**config.mk**
```make
export PLATFORM = sky130hd
export DESIGN_NAME = timer8_control_and_flags
export DESIGN_NICKNAME = d
export VERILOG_FILES = /design/src/verilog/timer8_pkg.sv /design/src/verilog/timer8_control_and_flags.sv
export SDC_FILE = /design/constraint.sdc
export NUM_CORES = 1
export LEC_CHECK = 0
export BUFFER_PORTS_ARGS = -buffer_cell sky130_fd_sc_hd__buf_2
export CAP_MARGIN = 20
export CELL_PAD_IN_SITES_DETAIL_PLACEMENT = 1
export CELL_PAD_IN_SITES_GLOBAL_PLACEMENT = 1
export CORE_MARGIN = 4
export CORE_UTILIZATION = 39
export DETAILED_ROUTE_END_ITERATION = 10
export PLACE_DENSITY_LB_ADDON = 0.1
export SETUP_SLACK_MARGIN = 0.15
export SYNTH_ARGS = -nofsm -noshare
export SYNTH_HDL_FRONTEND = slang
export SYNTH_SLANG_ARGS = --single-unit
```
**constraint.sdc**
```tcl
create_clock -name pclk -period 2.4 [get_ports pclk]
set_input_delay 0.12 -clock pclk [delete_from_list [all_inputs] [get_ports pclk]]
set_output_delay 0.12 -clock pclk [all_outputs]
set_load 0.05 [all_outputs]
```
**src/verilog/timer8_pkg.sv**
```systemverilog
// Overview of operation
// - non-PWM mode: writing force bit A applies an immediate compare event to output A
// - non-PWM mode: writing force bit B applies an immediate compare event to output B
// - forced compare sets no flag, no interrupt, no clear; force bits read zero
// - reserved bits of control B and mask register always read as zero
// - clock select: 0 stops, 1..5 give clock divided by 1, 8, 64, 256, 1024
// - clock select 6 counts falling, 7 counts rising edges of the count pin
// - count pin edges advance the counter even when the pin is an output
// - counter register gives direct read and write access to the count
// - writing the counter suppresses compare match on the following timer tick
// - compare A value is compared continuously; match flags or drives output A
// - compare B value is compared continuously; match flags or drives output B
// - mask bits 2,1,0 enable match B, match A, overflow; need flag and global bit
// - flag bit 2 sets when the counter matches compare B
// - flag bit 1 sets when the counter matches compare A
// - each flag clears when its interrupt vector is executed
// - writing one clears a flag, writing zero leaves it
// - flag bit 0 sets on overflow, at a count chosen by waveform mode
// - three-bit waveform mode picks sequence and top; PWM updates compare at top
// - overflow at 0xFF normal, CLEAR_ON_MATCH_MODE, fixed fast PWM; bottom phase-correct; top else
// - non-PWM action codes: 0 disconnect, 1 toggle, 2 clear, 3 set
package timer8_pkg;

    // ---------------------------------------------------------------
    // register map, byte addresses
    // ---------------------------------------------------------------
    localparam logic [7:0] OFS_CTRL_A    = 8'h00;
    localparam logic [7:0] OFS_CTRL_B    = 8'h04;
    localparam logic [7:0] OFS_COUNT     = 8'h08;
    localparam logic [7:0] OFS_CMP_A     = 8'h0C;
    localparam logic [7:0] OFS_CMP_B     = 8'h10;
    localparam logic [7:0] OFS_IRQ_MASK  = 8'h14;
    localparam logic [7:0] OFS_IRQ_FLAGS = 8'h18;

    // ---------------------------------------------------------------
    // field positions
    // ---------------------------------------------------------------
    localparam int FORCE_A_BIT   = 7;
    localparam int FORCE_B_BIT   = 6;
    localparam int WAVE_BIT2_POS = 3;
    localparam int CS_LSB        = 0;
    localparam int OUT_A_LSB     = 6;
    localparam int OUT_B_LSB     = 4;
    localparam int WAVE_LOW_LSB  = 0;
    localparam int IRQ_B_BIT     = 2;
    localparam int IRQ_A_BIT     = 1;
    localparam int IRQ_OVF_BIT   = 0;

    // writable masks, everything else reads zero
    localparam logic [7:0] CTRL_A_WMASK = 8'hF3;
    localparam logic [3:0] CTRL_B_WMASK = 4'hF;
    localparam logic [2:0] IRQ_WMASK    = 3'h7;

    // ---------------------------------------------------------------
    // reset values and counter landmarks
    // ---------------------------------------------------------------
    localparam logic [7:0] RST_BYTE   = 8'h00;
    localparam logic [7:0] CNT_MAX    = 8'hFF;
    localparam logic [7:0] CNT_BOTTOM = 8'h00;
    localparam logic [7:0] CNT_ONE    = 8'h01;
    localparam logic [9:0] PRESC_ONE  = 10'h001;

    // prescaler wrap masks for /8, /64, /256, /1024
    localparam logic [9:0] PRE_MASK_8    = 10'h007;
    localparam logic [9:0] PRE_MASK_64   = 10'h03F;
    localparam logic [9:0] PRE_MASK_256  = 10'h0FF;
    localparam logic [9:0] PRE_MASK_1024 = 10'h3FF;

    // clock select codes
    localparam logic [2:0] CS_STOP  = 3'h0;
    localparam logic [2:0] CS_DIV1  = 3'h1;
    localparam logic [2:0] CS_DIV8  = 3'h2;
    localparam logic [2:0] CS_DIV64 = 3'h3;
    localparam logic [2:0] CS_DIV256  = 3'h4;
    localparam logic [2:0] CS_DIV1024 = 3'h5;
    localparam logic [2:0] CS_EXT_FALL = 3'h6;
    localparam logic [2:0] CS_EXT_RISE = 3'h7;

    // waveform modes
    localparam logic [2:0] WM_NORMAL   = 3'h0;
    localparam logic [2:0] WM_CTC      = 3'h2;
    localparam logic [2:0] WM_FAST_FF  = 3'h3;
    localparam logic [2:0] WM_PC_OCR   = 3'h5;
    localparam logic [2:0] WM_FAST_OCR = 3'h7;

    // output actions
    localparam logic [1:0] ACT_OFF    = 2'h0;
    localparam logic [1:0] ACT_TOGGLE = 2'h1;
    localparam logic [1:0] ACT_CLEAR  = 2'h2;
    localparam logic [1:0] ACT_SET    = 2'h3;

    typedef enum logic {DIR_UP, DIR_DOWN} dir_t;

    typedef struct packed {
        logic [7:0]  ctrl_a;
        logic [3:0]  ctrl_b;
        logic [7:0]  count;
        logic [7:0]  cmp_a;
        logic [7:0]  cmp_b;
        logic [7:0]  buf_a;
        logic [7:0]  buf_b;
        logic [2:0]  irq_en;
        logic [2:0]  flags;
        dir_t        dir;
        logic [9:0]  presc;
        logic        block;
        logic        ext_s1;
        logic        ext_s2;
        logic        ext_s3;
        logic [31:0] rdata;
        logic        ready;
        logic        err;
        logic        wave_a;
        logic        wave_b;
        logic        en_a;
        logic        en_b;
        logic        irq_a;
        logic        irq_b;
        logic        irq_ovf;
    } state_t;

endpackage

```
**src/verilog/timer8_control_and_flags.sv**
```systemverilog
`timescale 1ns/1ns
module timer8_control_and_flags
    import timer8_pkg::*;
(
    input  wire logic        pclk,
    input  wire logic        presetn,
    input  wire logic        clk_en,
    input  wire logic        psel,
    input  wire logic        penable,
    input  wire logic        pwrite,
    input  wire logic [7:0]  paddr,
    input  wire logic [31:0] pwdata,
    output logic [31:0]      prdata,
    output logic             pready,
    output logic             pslverr,
    input  wire logic        ext_count_pin,
    input  wire logic        global_irq_en,
    input  wire logic        vector_ack_a,
    input  wire logic        vector_ack_b,
    input  wire logic        vector_ack_ovf,
    output logic             wave_out_a,
    output logic             wave_out_b,
    output logic             wave_en_a,
    output logic             wave_en_b,
    output logic             irq_match_a,
    output logic             irq_match_b,
    output logic             irq_overflow
);

    // ---------------------------------------------------------------
    // helpers
    // ---------------------------------------------------------------

    // read mux; unmapped addresses read zero
    function automatic logic [7:0] read_byte(input logic [7:0] a, input state_t s);
        logic [7:0] v;
        v = RST_BYTE;
        case (a)
            OFS_CTRL_A:    v = s.ctrl_a & CTRL_A_WMASK;
            OFS_CTRL_B:    v = {4'h0, s.ctrl_b}; // force and reserved bits read zero
            OFS_COUNT:     v = s.count;
            OFS_CMP_A:     v = s.cmp_a;
            OFS_CMP_B:     v = s.cmp_b;
            OFS_IRQ_MASK:  v = {5'h00, s.irq_en & IRQ_WMASK};
            OFS_IRQ_FLAGS: v = {5'h00, s.flags};
            default:       v = RST_BYTE;
        endcase
        return v;
    endfunction

    function automatic logic mapped(input logic [7:0] a);
        return (a == OFS_CTRL_A) || (a == OFS_CTRL_B) || (a == OFS_COUNT) ||
               (a == OFS_CMP_A) || (a == OFS_CMP_B) || (a == OFS_IRQ_MASK) ||
               (a == OFS_IRQ_FLAGS);
    endfunction

    // one output channel: next level for a hit or a top event
    function automatic logic wave_step(input logic cur, input logic [1:0] act,
                                       input logic hit, input logic at_top,
                                       input logic [2:0] mode, input dir_t dir,
                                       input logic tog_ok);
        logic v;
        v = cur;
        if (!mode[0])
        begin
            if (hit)
            begin
                case (act)
                    ACT_TOGGLE: v = ~cur;
                    ACT_CLEAR:  v = 1'b0;
                    ACT_SET:    v = 1'b1;
                    default:    v = cur;
                endcase
            end
        end
        else if (mode == WM_FAST_FF || mode == WM_FAST_OCR)
        begin
            case (act)
                ACT_TOGGLE: v = (hit && tog_ok) ? ~cur : cur;
                ACT_CLEAR:  v = at_top ? 1'b1 : (hit ? 1'b0 : cur);
                ACT_SET:    v = at_top ? 1'b0 : (hit ? 1'b1 : cur);
                default:    v = cur;
            endcase
        end
        else
        begin
            case (act)
                ACT_TOGGLE: v = (hit && tog_ok) ? ~cur : cur;
                ACT_CLEAR:  v = hit ? (dir == DIR_DOWN) : cur;
                ACT_SET:    v = hit ? (dir == DIR_UP) : cur;
                default:    v = cur;
            endcase
        end
        return v;
    endfunction

    // ---------------------------------------------------------------
    // state
    // ---------------------------------------------------------------
    state_t r;
    state_t n;

    logic       tick;
    logic       match_a_c;
    logic       match_b_c;
    logic       ovf_c;
    logic       wr_acc;
    logic [2:0] mode;
    logic [2:0] cs;
    logic [7:0] act_a;
    logic [7:0] act_b;
    logic [7:0] top;
    logic       at_top;
    logic       force_a;
    logic       force_b;
    logic [2:0] clr;

    // ---------------------------------------------------------------
    // next-state logic
    // ---------------------------------------------------------------
    always_comb
    begin
        n = r;
        cs = r.ctrl_b[CS_LSB +: 3];
        mode = {r.ctrl_b[WAVE_BIT2_POS], r.ctrl_a[WAVE_LOW_LSB +: 2]};
        wr_acc = psel && penable && pwrite && r.ready;
        // PWM modes compare against the buffered copy; others see writes at once
        act_a = mode[0] ? r.buf_a : r.cmp_a;
        act_b = mode[0] ? r.buf_b : r.cmp_b;
        top = (mode == WM_CTC || mode == WM_PC_OCR || mode == WM_FAST_OCR) ? act_a : CNT_MAX;
        at_top = (r.count == top);

        // pin sampled without regard to its direction; s1 only feeds s2
        n.ext_s1 = ext_count_pin;
        n.ext_s2 = r.ext_s1;
        n.ext_s3 = r.ext_s2;

        // prescaler only runs for internal divided sources
        n.presc = (cs >= CS_DIV1 && cs <= CS_DIV1024) ? r.presc + PRESC_ONE : '0;
        case (cs)
            CS_DIV1:     tick = 1'b1;
            CS_DIV8:     tick = (r.presc & PRE_MASK_8) == PRE_MASK_8;
            CS_DIV64:    tick = (r.presc & PRE_MASK_64) == PRE_MASK_64;
            CS_DIV256:   tick = (r.presc & PRE_MASK_256) == PRE_MASK_256;
            CS_DIV1024:  tick = (r.presc & PRE_MASK_1024) == PRE_MASK_1024;
            CS_EXT_FALL: tick = !r.ext_s2 && r.ext_s3;
            CS_EXT_RISE: tick = r.ext_s2 && !r.ext_s3;
            default:     tick = 1'b0;
        endcase

        // continuous compare, taken on the timer tick, muted after a count write
        match_a_c = tick && !r.block && (r.count == act_a);
        match_b_c = tick && !r.block && (r.count == act_b);
        ovf_c = 1'b0;

        // counting sequence
        if (tick)
        begin
            n.block = 1'b0;
            if (mode[1:0] == WM_PC_OCR[1:0]) // phase-correct with either top
            begin
                ovf_c = (r.count == CNT_BOTTOM) && (r.dir == DIR_DOWN);
                if (r.dir == DIR_UP)
                begin
                    n.dir = at_top ? DIR_DOWN : DIR_UP;
                    n.count = at_top ? r.count - CNT_ONE : r.count + CNT_ONE;
                end
                else
                begin
                    n.dir = (r.count == CNT_BOTTOM) ? DIR_UP : DIR_DOWN;
                    n.count = (r.count == CNT_BOTTOM) ? r.count + CNT_ONE
                                                      : r.count - CNT_ONE;
                end
            end
            else
            begin
                n.dir = DIR_UP;
                n.count = at_top ? CNT_BOTTOM : r.count + CNT_ONE;
                // overflow point depends on mode
                ovf_c = (mode == WM_FAST_OCR) ? at_top : (r.count == CNT_MAX);
            end
            // double buffer loads at top in PWM modes
            if (mode[0] && at_top)
            begin
                n.buf_a = r.cmp_a;
                n.buf_b = r.cmp_b;
            end
        end
        if (!mode[0])
        begin
            n.buf_a = r.cmp_a;
            n.buf_b = r.cmp_b;
        end

        // force strobes: non-PWM only, never stored, never flag or clear
        force_a = wr_acc && (paddr == OFS_CTRL_B) && pwdata[FORCE_A_BIT]
                  && !mode[0];
        force_b = wr_acc && (paddr == OFS_CTRL_B) && pwdata[FORCE_B_BIT]
                  && !mode[0];

        // waveform outputs; toggle in PWM only for A with mode bit 2 set
        n.wave_a = wave_step(r.wave_a, r.ctrl_a[OUT_A_LSB +: 2], match_a_c || force_a,
                             tick && at_top, mode, r.dir, mode[2]);
        n.wave_b = wave_step(r.wave_b, r.ctrl_a[OUT_B_LSB +: 2], match_b_c || force_b,
                             tick && at_top, mode, r.dir, 1'b0);
        n.en_a = (r.ctrl_a[OUT_A_LSB +: 2] != ACT_OFF);
        n.en_b = (r.ctrl_a[OUT_B_LSB +: 2] != ACT_OFF);

        // register writes; reserved positions are masked off
        clr = {vector_ack_b, vector_ack_a, vector_ack_ovf};
        if (wr_acc)
        begin
            case (paddr)
                OFS_CTRL_A:    n.ctrl_a = pwdata[7:0] & CTRL_A_WMASK;
                OFS_CTRL_B:    n.ctrl_b = pwdata[3:0] & CTRL_B_WMASK;
                OFS_COUNT:
                begin
                    n.count = pwdata[7:0];
                    n.block = 1'b1;
                end
                OFS_CMP_A:     n.cmp_a = pwdata[7:0];
                OFS_CMP_B:     n.cmp_b = pwdata[7:0];
                OFS_IRQ_MASK:  n.irq_en = pwdata[2:0] & IRQ_WMASK;
                OFS_IRQ_FLAGS: clr = clr | pwdata[2:0];
                default:       n.count = n.count;
            endcase
        end

        // hardware set wins over any clear in the same cycle
        n.flags = (r.flags & ~clr) | {match_b_c, match_a_c, ovf_c};

        // interrupt lines need enable, flag and global bit together
        n.irq_b = n.flags[IRQ_B_BIT] && n.irq_en[IRQ_B_BIT] && global_irq_en;
        n.irq_a = n.flags[IRQ_A_BIT] && n.irq_en[IRQ_A_BIT] && global_irq_en;
        n.irq_ovf = n.flags[IRQ_OVF_BIT] && n.irq_en[IRQ_OVF_BIT] && global_irq_en;

        // apb: data captured in setup, ready in first access cycle
        n.ready = psel && !penable;
        if (psel && !penable)
        begin
            n.rdata = {24'h000000, read_byte(paddr, r)};
            n.err = !mapped(paddr);
        end
    end

    // ---------------------------------------------------------------
    // state register; clk_en low freezes everything, bus included
    // ---------------------------------------------------------------
    always_ff @(posedge pclk or negedge presetn)
    begin
        if (!presetn)
        begin
            r <= '0;
        end
        else if (clk_en)
        begin
            r <= n;
        end
    end

    assign prdata = r.rdata;
    assign pready = r.ready;
    assign pslverr = r.err;
    assign wave_out_a = r.wave_a;
    assign wave_out_b = r.wave_b;
    assign wave_en_a = r.en_a;
    assign wave_en_b = r.en_b;
    assign irq_match_a = r.irq_a;
    assign irq_match_b = r.irq_b;
    assign irq_overflow = r.irq_ovf;

    logic wr_cb;
    logic wr_cnt;
    assign wr_cb = wr_acc && (paddr == OFS_CTRL_B);
    assign wr_cnt = wr_acc && (paddr == OFS_COUNT);
endmodule

```
; Word level (Yosys, flattened, before mapping)
; Index checks and enable logic that the tools add are counted.
[totals]
elab_cells = 197
out_inout_bits = 41
inputBits = 51
reg_bits = 88
[op_classes]
mux = 58
bitwise_logic = 7
eq_ne = 43
n_reduce_logical = 59
n_addsub = 3
order_cmp = 2
[ops]
columns = operator, count
row1 = $mux W8, 12
row2 = $pmux W8 S7, 1
row3 = $mux W16, 3
row4 = $mux W1, 29
row5 = $logic_and A1 B1 Y1, 25
row6 = $eq A8 B5 Y1 const B, 3
row7 = $eq A8 B8 Y1, 3
row8 = $mux W24, 1
row9 = $ne A3 B3 Y1 const B, 8
row10 = $eq A3 B3 Y1 const B, 7
row11 = $eq A8 B4 Y1 const B, 2
row12 = $eq A8 B8 Y1 const B, 2
row13 = $logic_not A8 Y1, 2
row14 = $reduce_and A3 Y1, 5
row15 = $eq A3 B2 Y1 const B, 4
row16 = $mux W3, 4
row17 = $pmux W1 S3, 4
row18 = $logic_or A1 B1 Y1, 11
row19 = $add A10 B1 Y10 const B, 1
row20 = $eq A10 B10 Y1 const B, 1
row21 = $mux W10, 1
row22 = $add A8 B1 Y8 const B, 1
row23 = $eq A2 B2 Y1 const B, 4
row24 = $eq A8 B3 Y1 const B, 1
row25 = other kinds (20), 37

; Depth between registers and ports, before layout
[logic_depth]
word_depth = 12
ltp_mapped = 11
ltp_nobuf = 10

; Worst setup path before layout
; Ideal clock, no wire load.
[synth_path]
path_kind = reg2reg
startpoint = reg r (netlist bit mode[0])
endpoint = reg r[66] (netlist name)
arrival_ns = 2.440
stages_incl_launch_ff = 11
path_slack_ns = -0.165
setup_ns = 0.125
path_buffers = 2
required_time_ns = 2.275
synth_period_minus_slack_ns = 2.565
cell_sequence = dfrtp_1 > buf_6 > mux2i_1 > o22ai_1 > or4_4 > a211oi_4 > nand2_2 > nand2_2 > nand2_4 > buf_6 > mux2_4
[synth_via]
elab_chain_cells = 8
word_cells_on_any_way = 13
cone_classes = 6 x eq/ne / 3 x mux / 4 x reduce/logical
[synth_lines]
columns = element, line_no
row1 = from (decl), timer8_control_and_flags.sv:100  ; state_t r;
row2 = from (signal assigned), timer8_control_and_flags.sv:257  ; r <= n;
row3 = $eq A3 B2 Y1 or $eq A3 B3 Y1 (tied branches), timer8_control_and_flags.sv:130  ; top = (mode == WM_CTC || mode == WM_PC_OCR || mode == WM_FAST_OCR) ? act_a : CNT_MAX;
row4 = $logic_or A1 B1 Y1 (2 in a row), timer8_control_and_flags.sv:130
row5 = $mux W8, timer8_control_and_flags.sv:130
row6 = $eq A8 B8 Y1, timer8_control_and_flags.sv:131  ; at_top = (r.count == top);
row7 = $logic_and A1 B1 Y1, timer8_control_and_flags.sv:183  ; if (mode[0] && at_top)
row8 = $ne A2 B1 Y1 (no line), --
row9 = $reduce_and A3 Y1 (no line), --
; Several ways; a longest one is shown, not always the timed one.
; A chain may end at the register's enable or synchronous reset.

; Final worst setup path
[layout_path]
startpoint = reg r (netlist bit mode[0])
endpoint = reg r[72] (netlist name)
; Same word-level chain as after synthesis.

==> impl_metrics.py <==
metrics = {
    "run_status": {
        "run_status": "complete, but fails checks",
        "failed_checks": "setup timing",
    },
    "yosys": {
        "async_flop_share_pct": 100.0,
        "yosysWarnings": 0,
        "synthFlopType": "dfrtp_1",
        "synth_edf_count": 0,
        "synth_cell_type_count": 76,
        "post_synth.cell_area_avg_um2": 10.23,
        "seq_area_frac_synth_pct": 39.80,
        "netlist_instances": 541,
        "ys_ff_latch": 88,
        "syn-cell-area_um2": 5533,
    },
    "power_and_ir_drop": {
        "vdd_drop_max_uv": 309.6,
        "clockPowerShare_pct": 42.9,
        "power.switching_mw": 1.106,
        "power.density_nw_per_um2": 551.3,
        "comb_power_share_pct": 17.4,
        "power_leakage_nw": 3.227,
        "p_seq_share_pct": 39.8,
        "p_total_mw": 3.900,
        "internal_power_mw": 2.794,
        "switching_share_pct": 28.36,
    },
    "critical_path": {
        "crit_top_cell": "nand2_4",
        "cp-start-kind": "register",
        "path_delay_family": "simple AND/OR/NAND/NOR gates",
        "critPathSlowestCell": "or4_4",
        "path_class": "register to register",
        "arrival_ps": 2990,
        "cp.required_ps": 2640,
        "end_kind": "register",
        "path_buf_inv": 2,
        "cp_max_fo": 11,
        "path_cells": "buf_12 -> mux2i_2 -> o22ai_1 -> or4_4 -> a211oi_4 -> buf_4 -> nand2_2 -> nand2_4 -> nand2_4 -> mux2_4",
        "cpPeakStageDelay_ps": 610,
    },
    "floorplan": {
        "core.rowCount": 43,
        "core_um2": 13880,
        "die_area_um2": 16160,
        "fp.dieH_um": 127.1,
        "die_w_um": 127.1,
        "start_util_pct": 39.86,
        "io_pins": 92,
    },
    "grt": {
        "grt_pass1_wl_um": 27810,
        "grt_max_degree": 43,
        "overflow": 0,
        "grt_pass1_vias": 4885,
        "grt_use_total_pct": 22.39,
        "antenna_found_initial": 0,
    },
    "sta": {
        "fin_crit_ps": 2752,
        "period_share_pct": 114.7,
        "drv_slew": 0,
        "skew_ps": 8.026,
        "fin_tns_setup_ps": -8014,
        "setup_viol": 30,
        "slew_headroom_pct": 60.36,
        "fmaxAchievable_ghz": 0.3634,
        "final.setup.worst_slack_ps": -351.7,
        "worst_pin_slew_ps": 594.6,
        "hold_viol": 0,
        "rsz0062_at_grt": "true",
    },
    "placed_design": {
        "portBuffers": 43,
        "place_congestion": 0.9446,
        "dp_hpwl_um": 13450,
        "dpl-instance-area_um2": 6415,
    },
    "clocking": {
        "cts_tree": "yes",
        "clk_pin_slew_worst_paths_ps": 70,
        "clock_path_buffers": 2,
        "h-tree-depth": 3,
        "insertion_delay_ps": 350,
        "cts_sinks": 88,
        "cts-buffers-inserted": 9,
        "root_buffer": "clkbuf_16",
    },
    "final_layout": {
        "seqCellArea_um2": 2202,
        "nFillCells": 1557,
        "fin_util_pct": 50.96,
        "area_delta_synth_final_pct": 27.86,
        "antennaDiodeCount": 0,
        "layout-drive-gt1-share_pct": 38.55,
        "multi_input_comb_area_um2": 3151,
        "fin_nets": 714,
        "fin_area_um2": 7074,
    },
    "detailed_routing": {
        "wl_per_cell_um": 21.06,
        "drtIter0Drc": 253,
        "drt.antenna.violating_nets": 0,
        "wirelength_um": 17770,
        "dr.pass1.iters": 6,
        "vias": 4648,
        "routed_via_density": 5.507,
        "drc": 0,
    },
    "flow_run": {
        "drv_cap": 0,
    },
    "min_path": {
        "min_path_type": "input port to register",
    },
}
## cells by family after synthesis
logic type	Yosys count	synth area share, %
other	1	0.06778
buffers and inverters	82	9.000
AND/OR/NAND/NOR	141	14.31
flip-flops	88	39.80
adder cells (fa/ha/maj)	4	0.9046
multiplexers	82	16.71
XOR/XNOR	17	2.691
AO/OA/AOI/OAI	126	16.51
## worst reg2reg max path, cell delays in order (launching register included)
cell and delay, ps:
dfrtp_1 390, buf_12 170, mux2i_2 260, o22ai_1 100, or4_4 610, a211oi_4 250, buf_4 170, nand2_2 80
nand2_4 130, nand2_4 140, mux2_4 340
## layout make-up
| cell class | instances | area share (%) |
|---|---|---|
| tap | 180 | 3.184 |
| clock buffer | 9 | 3.184 |
| inverter | 21 | 1.114 |
| timing repair buffer | 144 | 15.09 |
| sequential | 88 | 31.13 |
| multi-input combinational | 395 | 44.53 |
| clock inverter | 7 | 1.769 |
## metal layers
layer	part of all wire (%)	GRT usage, %
met1	45	29.44
met2	49	37.73
met3	3.6	4.181
met4	2.1	6.562
met5	0	0
## cell usage in the layout, fill, tap and decap left out, drive strengths merged, types with 7 or more instances in the layout
cell type and n:
o22ai 11, xor2 10, clkbuf 9, buf 142, mux2i 32, nand2 41
a21oi 20, nor2 26, xnor2 7, and2 9, mux2 50, inv 23
nand3 12, and3 9, a22o 11, dfrtp 88, o21ai 28, conb 24
nand4 11
## power groups by stage
stage	Combinational (mW)	Sequential [mW]	Clock (mW)
3_5_place_dp	0.614	1.58	0
4_1_cts	0.655	1.55	1.71
2_1_floorplan	0.389	1.56	0
6_report	0.677	1.55	1.67
3_3_place_gp	0.600	1.58	0
5_1_grt	0.731	1.55	1.78
## flip-flops by register name, indices dropped and copies added (netlist names)
register	cells
cs	3
irq_match_a	1
irq_match_b	1
irq_overflow	1
mode	3
n	2
prdata	8
pready	1
pslverr	1
r	63
wave_en_a	1
wave_en_b	1
wave_out_a	1
wave_out_b	1
## through the flow
step / cells / hold slack, ps / worst slack [ps]
6_report: 844 / 106.3 / -351.7
5_1_grt: 844 / 102.4 / -454.8
4_1_cts: 844 / 102.1 / -296.1
3_5_place_dp: 819 / 173.7 / -411.9
3_3_place_gp: 819 / 165.2 / -251.0
2_1_floorplan: 564 / -175.6 / -161.0
## cells in the mapped netlist, types with 3 or more instances
library cell / instances / area, µm²
a22oi_1: 6 / 45.04
and3_1: 9 / 56.30
a221o_1: 6 / 60.06
inv_1: 21 / 78.83
nor3_1: 6 / 30.03
a211o_1: 5 / 43.79
ha_1: 4 / 50.05
nor3b_1: 5 / 37.54
xnor2_1: 7 / 61.31
xor2_1: 10 / 87.58
o22ai_1: 11 / 68.82
o32ai_1: 3 / 26.28
and2_1: 5 / 31.28
o221ai_1: 3 / 26.28
mux2_2: 39 / 439.2
nand2_1: 37 / 138.9
dfrtp_1: 88 / 2202
buf_1: 3 / 11.26
or3_1: 3 / 18.77
buf_2: 3 / 15.01
nand4_1: 11 / 68.82
a32o_1: 4 / 40.04
a21oi_1: 20 / 100.1
clkbuf_1: 15 / 56.30
nand3_1: 11 / 55.05
o21a_1: 3 / 22.52
a31oi_1: 5 / 31.28
nor2_1: 23 / 86.33
buf_4: 34 / 255.2
mux2i_1: 32 / 320.3
nand2b_1: 4 / 25.02
mux2_4: 11 / 165.2
buf_6: 3 / 33.78
o21ai_0: 25 / 125.1
a22o_1: 11 / 96.34
a31o_2: 4 / 35.03
## what timing repair did
item / 4_1_cts / 5_1_grt
buffers inserted: 6 / 0
hold buffers: 2 / 0
pin swaps: 5 / 3
cloned: 1 / 0
endpoints found under the setup margin: 33 / 33
endpoints found under the hold margin: 41 / 0
gates resized for setup: 26 / 18
## path summary, 6_finish.rpt
path                                       start               endpoint  slack, ps  cells past startpoint
max                          mode[0]$_DFFE_PN0P_      r[72]$_DFFE_PN0P_       -350                     10
min                                    pwdata[5]      r[83]$_DFFE_PN0P_        110                      2
max reg2reg                  mode[0]$_DFFE_PN0P_      r[72]$_DFFE_PN0P_       -350                     10
min reg2reg                prdata[5]$_DFFE_PN0P_  prdata[5]$_DFFE_PN0P_        500                      1
max in group asynchronous                presetn      r[41]$_DFFE_PN0P_       1430                      3
min in group asynchronous                presetn  prdata[2]$_DFFE_PN0P_        320                      2
No activity file was read; power rests on OpenSTA's default activity.
